===== src/hdl/hisr_pkg.sv =====
package hisr_pkg;

  // Register byte addresses on the Avalon-MM slave.
  localparam logic [9:0]  HISR_STATUS_ADDR   = 10'h310;
  localparam logic [9:0]  HISR_ENABLE_ADDR   = 10'h314;
  localparam logic [9:0]  HISR_WAKE_ADDR     = 10'h354;
  localparam logic [9:0]  HISR_STATE_ADDR    = 10'h318;

  // Flag bit positions.
  localparam int HISR_OTG_BIT    = 10;
  localparam int HISR_ISO_BIT    = 9;
  localparam int HISR_ASYNC_BIT  = 8;
  localparam int HISR_PINT_BIT   = 7;
  localparam int HISR_CLK_BIT    = 6;
  localparam int HISR_SUSP_BIT   = 5;
  localparam int HISR_DMA_BIT    = 3;
  localparam int HISR_SOF_BIT    = 1;
  localparam int HISR_RSV2_BIT   = 2;
  localparam int HISR_RSV0_BIT   = 0;

  // Mask of flags that hardware sets and software clears.
  localparam logic [31:0] HISR_FLAG_MASK     = 32'h000007EA;
  // Reset values.
  localparam logic [31:0] HISR_STATUS_RST    = 32'h00000000;
  localparam logic [31:0] HISR_ENABLE_RST    = 32'h00000000;
  localparam logic [15:0] HISR_WAKE_RST      = 16'h0190;

  // Delay before reserved bits 2 and 0 rise after reset.
  localparam int          HISR_RSV_DELAY_NS  = 1000;
  localparam int          HISR_CLK_NS        = 25;
  localparam logic [7:0]  HISR_RSV_CYCLES    = 8'((HISR_RSV_DELAY_NS + HISR_CLK_NS - 1) / HISR_CLK_NS);

  // Wake-up counter unit: one count per microsecond at 40 MHz.
  localparam int          HISR_WAKE_UNIT_NS  = 1000;
  localparam logic [5:0]  HISR_WAKE_PRESCALE = 6'(HISR_WAKE_UNIT_NS / HISR_CLK_NS);

endpackage : hisr_pkg


===== src/hdl/hisr_top.sv =====
`timescale 1ns/1ps
// Overview of operation
// - Set bit 10 on on-the-go event.
// - Set bit 9 on isochronous descriptor done.
// - Set bit 8 on async list descriptor done.
// - Set bit 7 on interrupt descriptor done.
// - Mask-combination completion also sets list flags.
// - Set bit 6 when clocks run stable.
// - Set bit 5 on suspend entry.
// - Bus access in suspend wakes programmed time.
// - Set bit 3 on DMA completion.
// - Set bit 1 on start-of-frame.
// - Interrupt only when flag and enable set.
// - Reserved bits 2,0 rise shortly after reset.
// - Writing one clears flag, zero keeps it.
// - Flags set regardless of master enable.
module hisr_top
  import hisr_pkg::*;
(
  // Clock and reset.
  input  wire logic        clk_sys,
  input  wire logic        nrst,
  // Avalon-MM slave.
  input  wire logic [9:0]  avs_address,
  input  wire logic        avs_read,
  input  wire logic        avs_write,
  input  wire logic [31:0] avs_writedata,
  input  wire logic [3:0]  avs_byteenable,
  output logic [31:0]      avs_readdata,
  output logic             avs_waitrequest,
  // Event pulses and the suspended level from the host controller logic.
  input  wire logic        otg_event,
  input  wire logic        iso_done,
  input  wire logic        iso_mask_done,
  input  wire logic        async_done,
  input  wire logic        async_mask_done,
  input  wire logic        periodic_int_done,
  input  wire logic        periodic_int_mask_done,
  input  wire logic        clock_stable,
  input  wire logic        suspend_enter,
  input  wire logic        dma_end,
  input  wire logic        frame_start,
  input  wire logic        suspended,
  // Interrupt and wake outputs.
  output logic             irq,
  output logic             wake_request
);

  import hisr_pkg::*;

  typedef struct packed {
    logic [31:0] status;
    logic [31:0] enable;
    logic [15:0] wake_time;
    logic [7:0]  rsv_cnt;
    logic        rsv_high;
    logic        clk_stable_d;
    logic        susp_d;
    logic        ack;
    logic [31:0] rdata;
    logic        irq;
    logic        wake;
  } hisr_state_t;

  hisr_state_t s_r;
  hisr_state_t s_nxt;
  logic        wake_start;
  logic        wake_awake;

  // Byte-enable merge for writable registers.
  function automatic logic [31:0] hisr_merge(input logic [31:0] old_v, input logic [31:0] new_v,
                                             input logic [3:0] be);
    logic [31:0] r;
    r = old_v;
    for (int i = 0; i < 4; i++) begin
      if (be[i]) begin
        r[i*8 +: 8] = new_v[i*8 +: 8];
      end
    end
    return r;
  endfunction : hisr_merge

  // Expands byte enables into a bit mask.
  function automatic logic [31:0] hisr_be_mask(input logic [3:0] be);
    logic [31:0] m;
    m = 32'h00000000;
    for (int i = 0; i < 4; i++) begin
      if (be[i]) begin
        m[i*8 +: 8] = 8'hFF;
      end
    end
    return m;
  endfunction : hisr_be_mask

  logic [31:0] ev_set;
  logic [31:0] clr_mask;
  logic        acc;
  logic        acc_now;
  logic [31:0] wake_merged;

  // The wake time sits in the upper half of its word, so the merge is done on the full word first.
  assign wake_merged = hisr_merge({s_r.wake_time, 16'h0000}, avs_writedata, avs_byteenable);

  // Collects the event pulses into their flag positions.
  always_comb begin
    ev_set = 32'h00000000;
    ev_set[HISR_OTG_BIT]   = otg_event;
    ev_set[HISR_ISO_BIT]   = iso_done | iso_mask_done;
    ev_set[HISR_ASYNC_BIT] = async_done | async_mask_done;
    ev_set[HISR_PINT_BIT]  = periodic_int_done | periodic_int_mask_done;
    ev_set[HISR_CLK_BIT]   = clock_stable & ~s_r.clk_stable_d;
    ev_set[HISR_SUSP_BIT]  = suspend_enter & ~s_r.susp_d;
    ev_set[HISR_DMA_BIT]   = dma_end;
    ev_set[HISR_SOF_BIT]   = frame_start;
  end

  assign acc      = (avs_read | avs_write) & ~s_r.ack;
  assign acc_now  = acc;
  assign clr_mask = (acc && avs_write && avs_address == HISR_STATUS_ADDR) ?
                    (avs_writedata & hisr_be_mask(avs_byteenable) & HISR_FLAG_MASK) : 32'h00000000;
  assign wake_start = acc_now & suspended;

  // Next-state logic: flags, enables, bus answer and interrupt.
  always_comb begin
    s_nxt = s_r;
    s_nxt.clk_stable_d = clock_stable;
    s_nxt.susp_d       = suspend_enter;
    // Reserved bits rise after a fixed delay from reset release.
    if (!s_r.rsv_high) begin
      if (s_r.rsv_cnt >= HISR_RSV_CYCLES - 8'h01) begin
        s_nxt.rsv_high = 1'b1;
      end else begin
        s_nxt.rsv_cnt = s_r.rsv_cnt + 8'h01;
      end
    end
    // Set wins over clear; flags are set regardless of any master enable.
    s_nxt.status = ((s_r.status & ~clr_mask) | ev_set) & HISR_FLAG_MASK;
    s_nxt.status[HISR_RSV2_BIT] = s_nxt.rsv_high;
    s_nxt.status[HISR_RSV0_BIT] = s_nxt.rsv_high;
    // One-cycle answer: wait asserted until the ack cycle.
    s_nxt.ack   = acc;
    s_nxt.rdata = 32'h00000000;
    if (acc && avs_write && avs_address == HISR_ENABLE_ADDR) begin
      s_nxt.enable = hisr_merge(s_r.enable, avs_writedata, avs_byteenable) & HISR_FLAG_MASK;
    end
    if (acc && avs_write && avs_address == HISR_WAKE_ADDR) begin
      s_nxt.wake_time = wake_merged[31:16];
    end
    if (acc && avs_read) begin
      unique case (avs_address)
        HISR_STATUS_ADDR: s_nxt.rdata = s_r.status;
        HISR_ENABLE_ADDR: s_nxt.rdata = s_r.enable;
        HISR_WAKE_ADDR:   s_nxt.rdata = {s_r.wake_time, 16'h0000};
        HISR_STATE_ADDR:  s_nxt.rdata = {30'h00000000, wake_awake, suspended};
        default:          s_nxt.rdata = 32'h00000000;
      endcase
    end
    s_nxt.irq  = |(s_nxt.status & s_nxt.enable & HISR_FLAG_MASK);
    s_nxt.wake = wake_awake | wake_start;
  end

  // State register.
  always_ff @(posedge clk_sys or negedge nrst) begin
    if (!nrst) begin
      s_r <= '0;
      s_r.wake_time <= HISR_WAKE_RST;
    end else begin
      s_r <= s_nxt;
    end
  end

  // Wake-up duration timer.
  hisr_wake_timer u_wake (
    .clk_sys  (clk_sys),
    .nrst     (nrst),
    .start    (wake_start),
    .duration (s_r.wake_time),
    .awake    (wake_awake)
  );

  assign avs_readdata    = s_r.rdata;
  assign avs_waitrequest = ~s_r.ack;
  assign irq             = s_r.irq;
  assign wake_request    = s_r.wake;
endmodule : hisr_top


===== src/hdl/hisr_wake_timer.sv =====
`timescale 1ns/1ps
module hisr_wake_timer
  import hisr_pkg::*;
(
  // Clock and reset.
  input  wire logic        clk_sys,
  input  wire logic        nrst,
  // Control.
  input  wire logic        start,
  input  wire logic [15:0] duration,
  // Status.
  output logic             awake
);

  typedef struct packed {
    logic [5:0]  pre;
    logic [15:0] cnt;
    logic        awake;
  } hisr_wt_state_t;

  hisr_wt_state_t s_r;
  hisr_wt_state_t s_nxt;

  // Counts the programmed duration in microsecond steps after each start.
  always_comb begin
    s_nxt = s_r;
    if (start) begin
      s_nxt.awake = 1'b1;
      s_nxt.cnt   = duration;
      s_nxt.pre   = HISR_WAKE_PRESCALE;
    end else if (s_r.awake) begin
      if (s_r.pre > 6'h01) begin
        s_nxt.pre = s_r.pre - 6'h01;
      end else begin
        s_nxt.pre = HISR_WAKE_PRESCALE;
        if (s_r.cnt <= 16'h0001) begin
          s_nxt.awake = 1'b0;
          s_nxt.cnt   = 16'h0000;
        end else begin
          s_nxt.cnt = s_r.cnt - 16'h0001;
        end
      end
    end
  end

  // State register.
  always_ff @(posedge clk_sys or negedge nrst) begin
    if (!nrst) begin
      s_r <= '0;
    end else begin
      s_r <= s_nxt;
    end
  end

  assign awake = s_r.awake;

endmodule : hisr_wake_timer


===== config.mk =====
export PLATFORM = sky130hd
export DESIGN_NAME = hisr_top
export DESIGN_NICKNAME = d
export VERILOG_FILES = /design/src/hdl/hisr_pkg.sv /design/src/hdl/hisr_top.sv /design/src/hdl/hisr_wake_timer.sv
export SDC_FILE = /design/constraint.sdc
export NUM_CORES = 1
export LEC_CHECK = 0
export ABC_AREA = 1
export BUFFER_PORTS_ARGS = -buffer_cell sky130_fd_sc_hd__buf_4
export CORE_ASPECT_RATIO = 0.7
export CORE_MARGIN = 10
export CORE_UTILIZATION = 50
export DETAILED_ROUTE_END_ITERATION = 7
export GPL_ROUTABILITY_DRIVEN = 0
export MAX_ROUTING_LAYER = met4
export PLACE_DENSITY = 0.76
export SLEW_MARGIN = 20
export SYNTH_ARGS = -nofsm -noshare
export SYNTH_HDL_FRONTEND = slang
export SYNTH_HIERARCHICAL = 1
export SYNTH_SLANG_ARGS = --single-unit

===== constraint.sdc =====
create_clock -name clk_sys -period 1.38 [get_ports clk_sys]
set_input_delay 0.138 -clock clk_sys [delete_from_list [all_inputs] [get_ports clk_sys]]
set_output_delay 0.138 -clock clk_sys [all_outputs]
set_load 0.01 [all_outputs]

## Yosys cells after proc, flatten, opt, wreduce, memory -nomap -nowiden

Index checks and enable logic that the tools add are counted.

| word-level totals | value |
|---|---|
| flip-flop bits (word level) | 127 |

| cells by class | value |
|---|---|
| bitwise operators | 19 |
| multiplexer cells | 16 |
| magnitude comparators | 3 |
| reduce and logical (&&, ||, !) cells | 11 |
| add/subtract/negate cells | 3 |
| equality and inequality tests | 5 |

Operators by type and width:

| operator | count |
|---|---|
| $pmux 32 s4 | 1 |
| $mux 32 | 2 |
| $mux 23 | 2 |
| $eq 10x10->1 const B | 4 |
| $and 11x11->11 | 3 |
| $mux 17 | 1 |
| $le 16x1->1 const B | 1 |
| $mux 16 | 1 |
| $mux 8 | 2 |
| $sub 16x1->16 const B | 1 |
| $mux 11 | 1 |
| $not 11->11 | 1 |
| $or 11x11->11 | 1 |
| $add 8x1->8 const B | 1 |
| $ge 8x6->1 const B | 1 |
| $reduce_and 2->1 | 4 |
| $reduce_or 8->1 | 1 |
| $gt 6x1->1 const B | 1 |
| $mux 3 | 2 |
| $mux 6 | 1 |
| $sub 6x1->6 const B | 1 |
| $logic_and 1x1->1 | 5 |
| $not 1->1 | 5 |
| $or 1x1->1 | 5 |
| 4 further kinds | 9 |

## Depth between registers and ports, before layout

Gate-level depths: netlist of the first run.

| depth | value |
|---|---|
| depth in word-level cells | 10 |
| mapped depth | 12 |

## Modules after synthesis

Netlist of the first run, hierarchy kept.

By module, submodules not included:

| module | cells each | area an instance (um^2) | instances |
|---|---|---|---|
| hisr_top | 382 | 3318.2 | 1 |
| hisr_wake_timer | 210 | 1577.8 | 1 |

## Worst setup path after synthesis of the first run

No wires, ideal clock.

| path | value |
|---|---|
| path type | reg-to-reg |
| start | register s_r[34] (netlist bit) |
| end | register u_wake/s_r[8] (netlist bit) |
| clock period less this slack | 1.535 ns |
| slack | -0.155 ns |
| setup time | 0.124 ns |
| stages on the path, launching flop included | 11 |
| arrival | 1.411 ns |
| path through | dfrtp_1 -> inv_1 -> nand2_2 -> nor2_1 -> buf_6 -> nor2_2 -> inv_1 -> nand2_4 -> buf_6 -> nand2_1 -> nand3_2 |

| between the ends | value |
|---|---|
| word-level cells in the longest chain between the ends | 5 |
| elaborated cells between the ends (all ways) | 7 |
| classes of those cells | 1 x eq/ne; 1 x mux; 3 x bitwise; 2 x reduce/logical |

RTL lines:

| what | RTL line | text |
|---|---|---|
| start, declared | hisr_top.sv:65 | `hisr_state_t s_r;` |
| start signal, assigned | hisr_top.sv:168 | `s_r <= s_nxt;` |
| $not 1->1 * | -- |  |
| net avs_waitrequest | hisr_top.sv:30 | `output logic avs_waitrequest,` |
| $and 1x1->1 * | hisr_top.sv:117 | `assign acc = (avs_read \| avs_write) & ~s_r.ack;` |
| $and 1x1->1 * | hisr_top.sv:121 | `assign wake_start = acc_now & suspended;` |
| net wake_start | hisr_top.sv:67 | `logic wake_start;` |
| $ne 2x2->1 (no source line) or $reduce_bool 2->1 (tied branches) | -- |  |
| $reduce_and 2->1 (no source line) | -- |  |
| end signal, assigned | hisr_wake_timer.sv:51 | `s_r <= s_nxt;` |
| end, declared | hisr_wake_timer.sv:21 | `hisr_wt_state_t s_r;` |

The timed path passes the listed nets; every way through them passes the cells marked *.
A chain may end at the register's enable or synchronous reset.

==> results of run 1 <==
-- synthesized netlist by cell type --
cell and count:
nand2_2 9, nand3b_1 3, o211ai_1 6, mux2_2 1, buf_2 4, o211ai_2 1
inv_2 2, nor3_4 1, nand3_1 58, nor2_4 7, nand3_2 5, buf_6 3
nand3_4 1, buf_4 33, xnor2_1 4, inv_1 48, o22ai_1 2, a21oi_1 10
o21ai_0 3, ha_1 5, nand2_1 199, nand2_4 2, nor3_1 4, dfstp_2 3
o21ai_2 1, dfrtp_1 94, a31oi_1 2, nor2_1 49, nand4_1 8, nor2_2 6
or2_2 1, clkbuf_1 6, xor2_1 9, conb_1 1, inv_4 1
-- worst max-delay path: stages, from the launching register on --
cell,delay (ns)
dfrtp_1,0.38
inv_2,0.08
nand2_4,0.07
nor2_4,0.22
nand3_1,0.20
nand2_1,0.15
nand2_1,0.10
nand2_2,0.09
nand2_1,0.06
nor2_1,0.09
nand2_1,0.05
-- where the power goes --
part | internal [mW] | switching, mW
clock network | 1.29 | 1.12
logic | 1.39 | 1.64
registers | 3.00 | 0.177
-- placed cells by master, fill, tap and decap left out, drive strengths merged --
cell and instances:
nor2 62, o21ai 4, nand3 64, dfrtp 94, buf 161, inv 53
xor2 9, a21oi 10, o22ai 2, clkbuf 12, xnor2 4, nand2 210
mux2 1, dfstp 3, o211ai 7, conb 6, nand3b 3, a31oi 2
nor3 5, clkinvlp 2, ha 5, nand4 8, dlygate4sd3 4, or2 1
-- stage by stage --
stage	utilization, %	cells	total power [mW]
after global placement	61.1	823	5.57
final	70.4	860	8.63
after CTS	66.5	852	8.26
after global routing	70.4	860	9.04
after floorplan	-	597	4.71
after detailed placement	61.1	823	5.68
-- sequential cells by signal (all words and copies together) (netlist names) --
name          cells
u_wake/s_r       22
wake_request      1
irq               1
s_r              46
avs_readdata     26
u_wake/awake      1
-- layout make-up --
| class | count | area (um^2) | share of cell area, % |
|---|---|---|---|
| repair buffers | 165 | 1340 | 19.8 |
| clock inverters | 4 | 35.0 | 0.518 |
| well taps | 128 | 160 | 2.37 |
| flip-flops and latches | 97 | 2430 | 35.9 |
| clock buffers | 12 | 246 | 3.64 |
| multi-input cells | 403 | 2360 | 34.9 |
| inverters | 51 | 196 | 2.90 |
-- worst max-delay path by stage --
stage	start	end	slack, ns	cells past startpoint
floorplan	s_r[38]	s_r[39]	-0.03	4
global placement	avs_address[7]	irq	-0.15	11
detailed placement	avs_address[7]	irq	-0.19	11
CTS	s_r[34]	irq	-0.11	11
global route	s_r[34]	irq	-0.31	10
finish	s_r[34]	irq	-0.23	10
-- what timing repair did --
item,4_1_cts,5_1_grt
hold buffers,4,0
endpoints found under the hold margin,97,0
pin swaps,20,46
resized for setup,29,71
buffers inserted,9,10
setup endpoints to repair,39,51
-- layer usage --
| layer | share of wire, % | routed length (um) |
|---|---|---|
| met1 | 42 | 6040 |
| met2 | 50 | 7090 |
| met5 | 0 | 0 |
| met4 | 3.2 | 456 |
| met3 | 5.1 | 734 |
-- cells by family (layout without fill, tap and decap cells) --
group	Yosys count	after routing	share of synthesized area, %
adder cells (fa/ha/maj)	5	5	1.28
AO/OA/AOI/OAI	25	25	3.19
other	1	6	0.0766
flip-flops	97	97	49.7
buffers and inverters	97	232	10.6
multiplexers	1	1	0.230
XOR/XNOR	13	13	2.33
AND/OR/NAND/NOR	353	353	32.7
==> impl_summary.md, run 1 <==
Timing
Derived from the worst setup path, the maximum achievable clock frequency is slightly above 600 MHz. Setup repair after global routing could not meet its margin everywhere. At the pin with the least slew margin, the transition time is about 0.53 ns. For the final database, setup skew stands at between 0.01 and 0.015 ns. The count of final hold-check violations is 1.

The count of pins over their slew limit was 0. Subtracting the final worst setup slack from the clock period gives 1.61 ns. Across all hold checks on the routed design, the worst slack comes to -0.00739 ns.

The final critical-path setup slack is -0.228 ns. The tightest slew margin relative to the limit is 64.8%. The number of failing setup endpoints in the final timing report is between 40 and 50. In the final timing run, aggregate negative setup slack is -4.36 ns. The ratio of final minimum period to clock period is 117%.

Placement
The cell area after placement is 5870 um^2. Before CTS, the worst setup slack after placement is -0.190 ns. Once detailed placement completed, the half-perimeter wirelength came to just over 9000 um.

During placement, the flow inserted port buffers numbering around 80.

Global route
For this run, global-route usage on met2 was measured as about 31%. The number of antenna violations at the first check in global routing is 0. The global-route wire length before repair is around 21000 um. After global routing, the most crowded layer is met2. The met1 layer usage reported by global route is 22.5%.

The overall routing resource usage is 18.9%. For this run, global-route usage on met3 was measured as 4.51%. The number of global-route vias before repair came to 4492. The maximum number of pins on one net before global-route repair is 98.

The total overflow left after global routing is 0.

Cells and area
The area growth from synthesis to layout is 38.2%. The final layout net count is about 790. In the final layout, the share of cells above drive strength 1 is between 30% and 40%. 0 antenna diodes ended up in the layout. The layout has between 600 and 700 filler cells.

Summing all non-filler instances in the final layout gives an area of 6770 um^2.

Clock network
CTS placed an instance of clkbuf_16 at the clock tree root. The TritonCTS clock tree is yes. The clock tree synthesis step divided the H-tree into 3 levels. The number of buffers created by CTS is 9. The buffer depth of the longest clock path is 2.

The clock latency of the later-clocked register in the worst-skew pair is about 0.35 ns. The clock sink count is 97. The clock-pin slew on the worst setup and hold paths is about 0.07 ns.

Synthesis
Of the synthesized area, sequential elements account for about 50%. In this run the mean area of a mapped cell was 8.27 um^2. After synthesis, the netlist uses 35 different library cells. The cell type contributing the most total cell area after synthesis is dfrtp_1. The flop and latch count out of synthesis is between 90 and 100. The post-synth design cell area is a little under 5000 um^2. The total number of yosys warnings is 6. The top-area cell type share of the netlist area is slightly below 50%.

The number of standard cells after synthesis is between 500 and 600. Sorting the synthesized cells by area gives the leading types as dfrtp_1, nand2_1, nand3_1.

Flow run
The count of max-cap constraint violations is 0.

Hold path
The min-delay analysis places its worst path in the category input pin to register. The path with the worst hold slack has its endpoint at s_r[104]. Counting instances, the worst hold path has a depth of 3. In this run the most critical hold path is launched from otg_event.

Setup path
The data arrival time at the worst-slack endpoint is 1.84 ns. The kind of launch point of the worst setup path is a register. The capture point of the worst reg-to-reg path is irq. The startpoint-to-endpoint class of the critical path is register to register.

The top fanout value on the critical path is 6. In this run the register-to-register setup slack is -0.23 ns. The worst reg-to-reg path cell count is 10.

The endpoint class of the critical path is a register. The data required time of the worst path is around 1.6 ns. The worst register-to-register path begins at s_r[34].

Route
The routed layout has ~4.6k vias. The post-route DRC violation count is 0. For this block, the routed nets add up to between 10000 and 15000 um of wire. The post-detailed-route count of antenna-violating nets is 0. In the routed layout, each cell is associated on average with a via count of 5.31. The pre-antenna-repair detailed-routing pass consisted of 5 iterations. The DRC marker count from the first detailed-route iteration is 405. Dividing the detail-routed wire length by the instance count gives approximately 17 um.

Status
The checks that failed: hold timing, setup timing. The flow ran to the end, but the final reports show violations.

Power and ir drop
The static power due to leakage is between 3 and 4 nW. The worst-case IR drop observed on VDD is roughly 0.00083 V. Dividing total power by cell area gives a power density of approximately 1300 nW/um^2.

Floorplanning
The die outline area is about 14000 um^2. The placeable core region is ~9600 um^2. The height of the die is slightly above 100 um. The floorplan step set the die width to between 100 and 150 um. between 90 and 100 I/O pins were placed.

The starting utilization of the core area is 51.0%. The number of placement rows is 30.
Power figures use the tool's default switching activity.
==> run 2, diff against run 1 <==
==> constraint.sdc (replaced) <==
create_clock -name clk_sys -period 1.38 [get_ports clk_sys]
set_input_delay 0.276 -clock clk_sys [delete_from_list [all_inputs] [get_ports clk_sys]]
set_output_delay 0.276 -clock clk_sys [all_outputs]
set_load 0.01 [all_outputs]
==> run 2 against run 1 <==
  * The flow finishes with violations (setup timing)
  * Critical path depth rose by 1
  * Sequential cell count did not move
  * Clock-buffer cell count fell by 2
  * Critical path type unchanged
  * Non-clock buffer count rose by 3
  * Die area did not move
  * First-iteration DRC count rose by 17%
  * Wire length fell by 0.45%
  * Final cell count rose by 0.58%
  * Sequential share of layout area fell by 0.44 points
  * Highest routed layer unchanged
  * Clock skew fell by 0.0070 ns
==> impl_summary.md, run 2 (synthesized netlist as in run 1, its figures left out) <==
Clock network
The clock-pin slew on the worst setup and hold paths is 0.07 ns (about the same). The number of buffers created by CTS is 9 (unchanged). The H-tree depth is 3 (unchanged).

TritonCTS built the clock tree. The tree is rooted in a clkbuf_16. The buffer depth of the longest clock path is 2 (unchanged). The clock latency of the later-clocked register in the worst-skew pair is 0.34 ns (about the same). The clock sink count is 97 (unchanged).

Floorplanning
The die width is 138 um (unchanged). The number of placement rows is 30 (unchanged). The die outline area is 14200 um^2 (unchanged). The height of the die is 103 um (unchanged). The top-level port count came to 97 (unchanged). The placeable core region is 9610 um^2 (unchanged).

The starting utilization of the core area is 51.0% (unchanged).

Setup path
The endpoint class of the critical path is a register. The top fanout value on the critical path is 7 (+1). The critical path goes through inv_2, nand2_4, nor2_4, buf_6, nand3_2, nand2_1, nand2_2, nand2_2, nand2_1, nor2_1, nand2_1. The critical path's largest stage delay is 0.40 ns (+0.02 ns).

The most numerous cell type found on the critical path is nand2_1. The kind of launch point of the worst setup path is a register. The cell at the slowest stage of the critical path is dfrtp_1. The data arrival time at the worst-slack endpoint is 1.85 ns (about the same). The data required time of the worst path was 1.61 ns (about the same). The critical path in this run is classified as register to register.

Route
The highest routing layer actually used is met4. The average via count per standard cell is 5.22 (-1.6%). The routed wire length per instance is 16.5 um (-1.0%).

The met2 wirelength from detailed routing came to 7140 um (+0.68%). The total detailed-routing wirelength is 14300 um (-0.45%). The post-route DRC violation count is 0 (unchanged). The detailed route wirelength on metal3 is 783 um (+6.7%). The via count of the routed design was 4519 (-1.0%). The DRC marker count from the first detailed-route iteration came to 473 (+17%). The routed metal-1 wire length is 6050 um (+0.22%).

The post-detailed-route count of antenna-violating nets is 0 (unchanged). The number of optimization iterations in the first detailed-route pass is 5 (unchanged).

Timing
Setup repair after global routing could not meet its margin everywhere. The maximum achievable frequency came to 618 MHz (-0.61%). The number of failing setup endpoints in the final timing report was 50 (+16%). The worst-case hold slack is 0.0482 ns (+0.0556 ns).

The count of final hold-check violations is 0 (-1). The minimum period implied by the final worst setup slack is 1.62 ns (+0.00988 ns). The clock skew is 0.00691 ns (-0.00705 ns). The ratio of final minimum period to clock period was 117% (+0.72 points). The final critical-path setup slack came to -0.238 ns (-0.00988 ns).

The aggregate negative setup slack is -4.90 ns (-0.541 ns). The count of pins over their slew limit is 0 (unchanged).

Power and ir drop
The highest ir drop seen on vdd is 0.000767 V (-8.0%). The total chip power is 8.88 mW (+2.9%). The power per cell area was 1300 nW/um^2 (+1.7%). The static power due to leakage is 3.52 nW (+1.6%).

Flow run
The count of max-cap constraint violations is 0 (unchanged).

Placement
The cell area after placement is 5970 um^2 (+1.7%). The port buffer count was 82 (unchanged). The half-perimeter wire length of the detailed placement result is 9510 um (+3.9%). The worst slack at placement is -0.293 ns (-0.103 ns). The total placed cells including tap cells was 828 (+0.61%).

Global route
The overall routing resource usage came to 19.8% (+0.94 points). The global-route wire length before repair is 22600 um (+5.5%). The number of global-route vias before repair is 4745 (+5.6%). The remaining global-route overflow is 0 (unchanged).

The maximum number of pins on one net before global-route repair is 30 (-69%). The number of antenna violations at the first check in global routing came to 0 (unchanged).

Cells and area
Compared with the post-synthesis result, the final layout area differs by 39.8%. Leaving out fill and tap cells, the most frequent cell in the layout is nand2_1. The final cell utilization of the core is 71.3% (+0.83 points). The library cells used most frequently in the layout, excluding fill and tap cells, are nand2_1, buf_4, dfrtp_1.

More flip-flops sit in one register than any other, and that register is s_r. The flip-flop count of the largest register, all copies and words added is 46 (unchanged). The number of antenna repair diodes is 0 (unchanged). The fraction of final layout cells with drive strength greater than 1 was 40.0% (+1.5 points). The final layout net count is 799 (+0.63%).

The final non-filler cell total was 865 (+0.58%). The post-layout instance area came to 6850 um^2 (+1.2%).

Hold path
The min-delay analysis places its worst path in the category input pin to register.

Status
The final reports fail on setup timing. The flow ran to the end, but the final reports show violations.
run 2: path summary, 6_finish.rpt:
check | start | endpoint | slack (ns) | depth (start not counted)
hold / removal | suspend_enter | s_r[35] | 0.05 | 1
min in group asynchronous | nrst | s_r[35] | 0.41 | 2
hold reg to reg | s_r[44] | s_r[44] | 0.39 | 0
setup / recovery | s_r[34] | irq | -0.24 | 11
max in group asynchronous | nrst | s_r[72] | 0.41 | 3
setup reg to reg | s_r[34] | irq | -0.24 | 11
run 2: power breakdown:
part           switching (mW)  leakage [nW]  internal (mW)
clock                    1.12         0.156           1.48
sequential              0.168          1.25           3.00
combinational            1.74          2.12           1.37
run 2: cell type report:
class	instances	area (um^2)
Clock buffer	10	239
Fill cell	654	2760
Sequential cell	97	2430
Timing Repair Buffer	168	1390
Clock inverter	6	77.6
Inverter	51	199
Multi-Input combinational cell	405	2350
Tap cell	128	160
run 2: repair_timing:
item / in CTS / in global routing
resized for setup: 49 / 49
gates cloned: 2 / 0
hold endpoints to repair: 22 / 0
endpoints found under the setup margin: 46 / 64
buffers inserted: 12 / 7
pin swaps: 26 / 28
hold buffers: 1 / 0
run 2: critical path: cells and delay by family (launching register included):
kind                   cells  cell delay [ns]
buffers and inverters      2             0.25
flip-flops                 1             0.40
AND/OR/NAND/NOR            9             0.86
run 2: layer usage:
| layer | global-route usage, % | up-vias |
|---|---|---|
| met5 | - | - |
| met2 | 32.0 | 166 |
| met1 | 24.2 | 2218 |
| met3 | 3.77 | 27 |
| li1 | - | 2108 |
| met4 | 8.32 | 0 |
==> run 3, diff against run 2 <==
--- a/config.mk
+++ b/config.mk
@@ -6,16 +6,17 @@
 export NUM_CORES = 1
 export LEC_CHECK = 0
 export ABC_AREA = 1
-export BUFFER_PORTS_ARGS = -buffer_cell sky130_fd_sc_hd__buf_4
 export CORE_ASPECT_RATIO = 0.7
 export CORE_MARGIN = 10
-export CORE_UTILIZATION = 50
+export CORE_UTILIZATION = 57
 export DETAILED_ROUTE_END_ITERATION = 7
+export DONT_BUFFER_PORTS = 1
 export GPL_ROUTABILITY_DRIVEN = 0
 export MAX_ROUTING_LAYER = met4
-export PLACE_DENSITY = 0.76
+export PLACE_DENSITY = 0.75
 export SLEW_MARGIN = 20
 export SYNTH_ARGS = -nofsm -noshare
 export SYNTH_HDL_FRONTEND = slang
 export SYNTH_HIERARCHICAL = 1
 export SYNTH_SLANG_ARGS = --single-unit
+export TNS_END_PERCENT = 100
==> run 3 against run 2 <==
  * The flow finishes with violations (hold timing, setup timing)
  * Utilization grew 2.6 points
  * Largest cell class unchanged
  * Critical path depth is 4 lower
  * Critical path type unchanged
  * Global-route usage is 1.2 points higher
  * Worst hold slack worse by 0.43 ns
==> impl_summary.md, run 3 (synthesized netlist as in run 1, its figures left out) <==
Power and ir drop
The net switching component of the power is 3.12 mW (+2.9%). The power per cell area is 1410 nW/um^2 (+8.6%). The sequential share of power is 36.6% (+0.9 points). The fraction of power consumed by the clock network is 27.4% (-1.9 points). The cell internal power dissipation is 5.64 mW (-3.6%). The combinational share of power is 36.0% (+1.0 points). The highest ir drop seen on vdd came to 0.000779 V (+1.6%).

The switching part of the total is 35.6% (+1.5 points). The static power due to leakage was 3.12 nW (-12%).

Setup path
The data arrival time at the worst-slack endpoint was 1.77 ns (-0.08 ns). The top fanout value on the critical path was 5 (-2). The critical path goes through nor2_1, nand2_1, inv_1, nand3_4, buf_4, nand4_1, nand3_1. The most critical setup path has its startpoint at u_wake/s_r[8]. The critical path is of the register to register type.

The startpoint identified for the worst register-to-register timing path is u_wake/s_r[8]. The data required time of the worst path is 1.60 ns (about the same). The largest individual stage delay along the critical path comes from the cell dfrtp_2.

The capture point of the worst reg-to-reg path is u_wake/s_r[15]. The critical path ends at u_wake/s_r[15]. The critical path's largest stage delay came to 0.46 ns (+0.06 ns). The worst reg-to-reg path cell count is 7 (-4). The worst setup path is launched from a register. The worst reg-to-reg setup slack is -0.17 ns (+0.07 ns). The endpoint class of the critical path is a register.

Floorplanning
The number of placement rows is 28 (-6.7%). The starting utilization of the core area is 58.2% (+7.3 points). The placeable core region is 8410 um^2 (-13%). The die width is 131 um (-5.4%). The top-level port count is 97 (unchanged). The die outline area is 12800 um^2 (-10%). The height of the die came to 97.5 um (-5.1%).

Global route
The remaining global-route overflow is 0 (unchanged). The number of global-route vias before repair is 4113 (-13%). The number of antenna violations at the first check in global routing came to 0 (unchanged). The global-route wire length before repair came to 20800 um (-7.7%).

The maximum number of pins on one net before global-route repair was 98 (+230%). The overall routing resource usage came to 21.0% (+1.2 points).

Route
The post-route DRC violation count is 0 (unchanged). The average via count per standard cell is 5.59 (+7.1%). The via count of the routed design is 4228 (-6.4%).

The number of optimization iterations in the first detailed-route pass was 5 (unchanged). The total detailed-routing wirelength came to 13700 um (-3.9%). The routed wire length per instance is 18.1 um (+10%).

The DRC marker count from the first detailed-route iteration is 497 (+5.1%). The post-detailed-route count of antenna-violating nets is 0 (unchanged).

Timing
The final critical-path setup slack came to -0.166 ns (+0.0719 ns). The maximum achievable frequency was 647 MHz (+4.6%). Setup repair after global routing could not meet its margin everywhere. The clock skew is 0.0107 ns (+0.00384 ns). The count of final hold-check violations came to 97 (+97). The number of failing setup endpoints in the final timing report is 30 (-40%).

The count of pins over their slew limit is 0 (unchanged). The worst-case hold slack is -0.377 ns (-0.425 ns). The minimum period implied by the final worst setup slack is 1.55 ns (-0.0719 ns).

The ratio of final minimum period to clock period came to 112% (-5.2 points).

Status
The checks that failed: hold timing, setup timing. The run finished, with violations left.

Cells and area
In the layout the commonest cells are nand2_1, dfrtp_1, buf_4. The register area is 2430 um^2 (+0.10%). The number of inserted filler cells in the final layout came to 543 (-17%). The signed area change from the synthesized netlist to the final layout is 26.9%. The multi-input combinational cell area is 2420 um^2 (+3.0%).

The post-layout instance area is 6210 um^2 (-9.2%). The final non-filler cell total is 756 (-13%). The number of antenna repair diodes is 0 (unchanged). The flip-flop count of the largest register, all copies and words added is 46 (unchanged). The final layout net count is 713 (-11%). The largest register by flop count is s_r.

The fraction of final layout cells with drive strength greater than 1 was 32.7% (-7.3 points). The commonest non-fill, non-tap cell in the layout is nand2_1.

Hold path
The path class of the tightest hold or removal check is input pin to asynchronous set/reset pin.

Placement
The half-perimeter wire length of the detailed placement result is 8190 um (-14%). The port buffer count came to 0 (-100%). The cell area after placement is 5240 um^2 (-12%). The total placed cells including tap cells was 713 (-14%).

Clock network
The root cell of the clock tree is clkbuf_16. The clock latency of the later-clocked register in the worst-skew pair is 0.35 ns (about the same). The H-tree depth is 3 (unchanged). The TritonCTS clock tree is yes.

The number of buffers created by CTS is 9 (unchanged). The clock-pin slew on the worst setup and hold paths was 0.07 ns (about the same). The buffer depth of the longest clock path came to 2 (unchanged). The post-cts hold buffer count came to 2 (+1). The clock sink count is 97 (unchanged).

Flow run
The count of max-cap constraint violations was 0 (unchanged).
run 3: how the worst min path moves through the flow:
| stage | cells after the start | end | startpoint | slack (ns) |
|---|---|---|---|---|
| after global routing | 0 | avs_readdata[0] | nrst | -0.39 |
| after CTS | 0 | avs_readdata[6] | nrst | -0.39 |
| after global placement | 0 | s_r[35] | nrst | -0.02 |
| after floorplan | 0 | avs_readdata[0] | nrst | -0.02 |
| after detailed placement | 0 | s_r[34] | nrst | -0.02 |
| final | 0 | s_r[52] | nrst | -0.38 |
run 3: power groups by stage:
stage	combinational [mW]	clock, mW	sequential [mW]
floorplan	1.51	0	3.19
global placement	2.11	0	3.19
CTS	2.70	2.43	3.17
detailed placement	2.21	0	3.20
global route	3.36	2.58	3.22
finish	3.15	2.40	3.21
run 3: repair_timing:
item	in CTS	in global routing
hold endpoints to repair	99	97
endpoints found under the setup margin	41	68
pin swaps	24	25
buffers inserted	14	9
gates resized for setup	62	56
cloned	2	1
run 3: through the flow:
step,setup WS (ns),utilization (%),TNS [ns],power [mW]
floorplan,-0.0288,-,-0.0795,4.69
global placement,-0.130,62.3,-1.57,5.30
detailed placement,-0.194,62.3,-3.39,5.40
CTS,-0.112,70.5,-1.74,8.29
global route,-0.226,73.9,-5.66,9.15
finish,-0.166,73.9,-2.65,8.75
run 3: worst max-delay path, delay by kind of cell (launching register included):
kind	cells	cell delay, ns
buffers and inverters	2	0.29
DFF	1	0.46
and+or+nand+nor	5	0.67
run 3: layout make-up:
cell class | count | share of cell area, %
flip-flops and latches | 97 | 39.2
clock buffers | 13 | 4.19
well taps | 105 | 2.11
repair buffers | 82 | 11.8
clock inverters | 3 | 0.423
inverters | 51 | 3.32
multi-input cells | 405 | 39.0
run 3: routing by layer:
layer  wire length [um]  share of wire [%]  track usage [%]
met1               5430                 40             26.4
met2               6880                 50             32.6
met3               1050                7.7             5.29
met4                340                2.5             6.22
met5                  0                  0                -
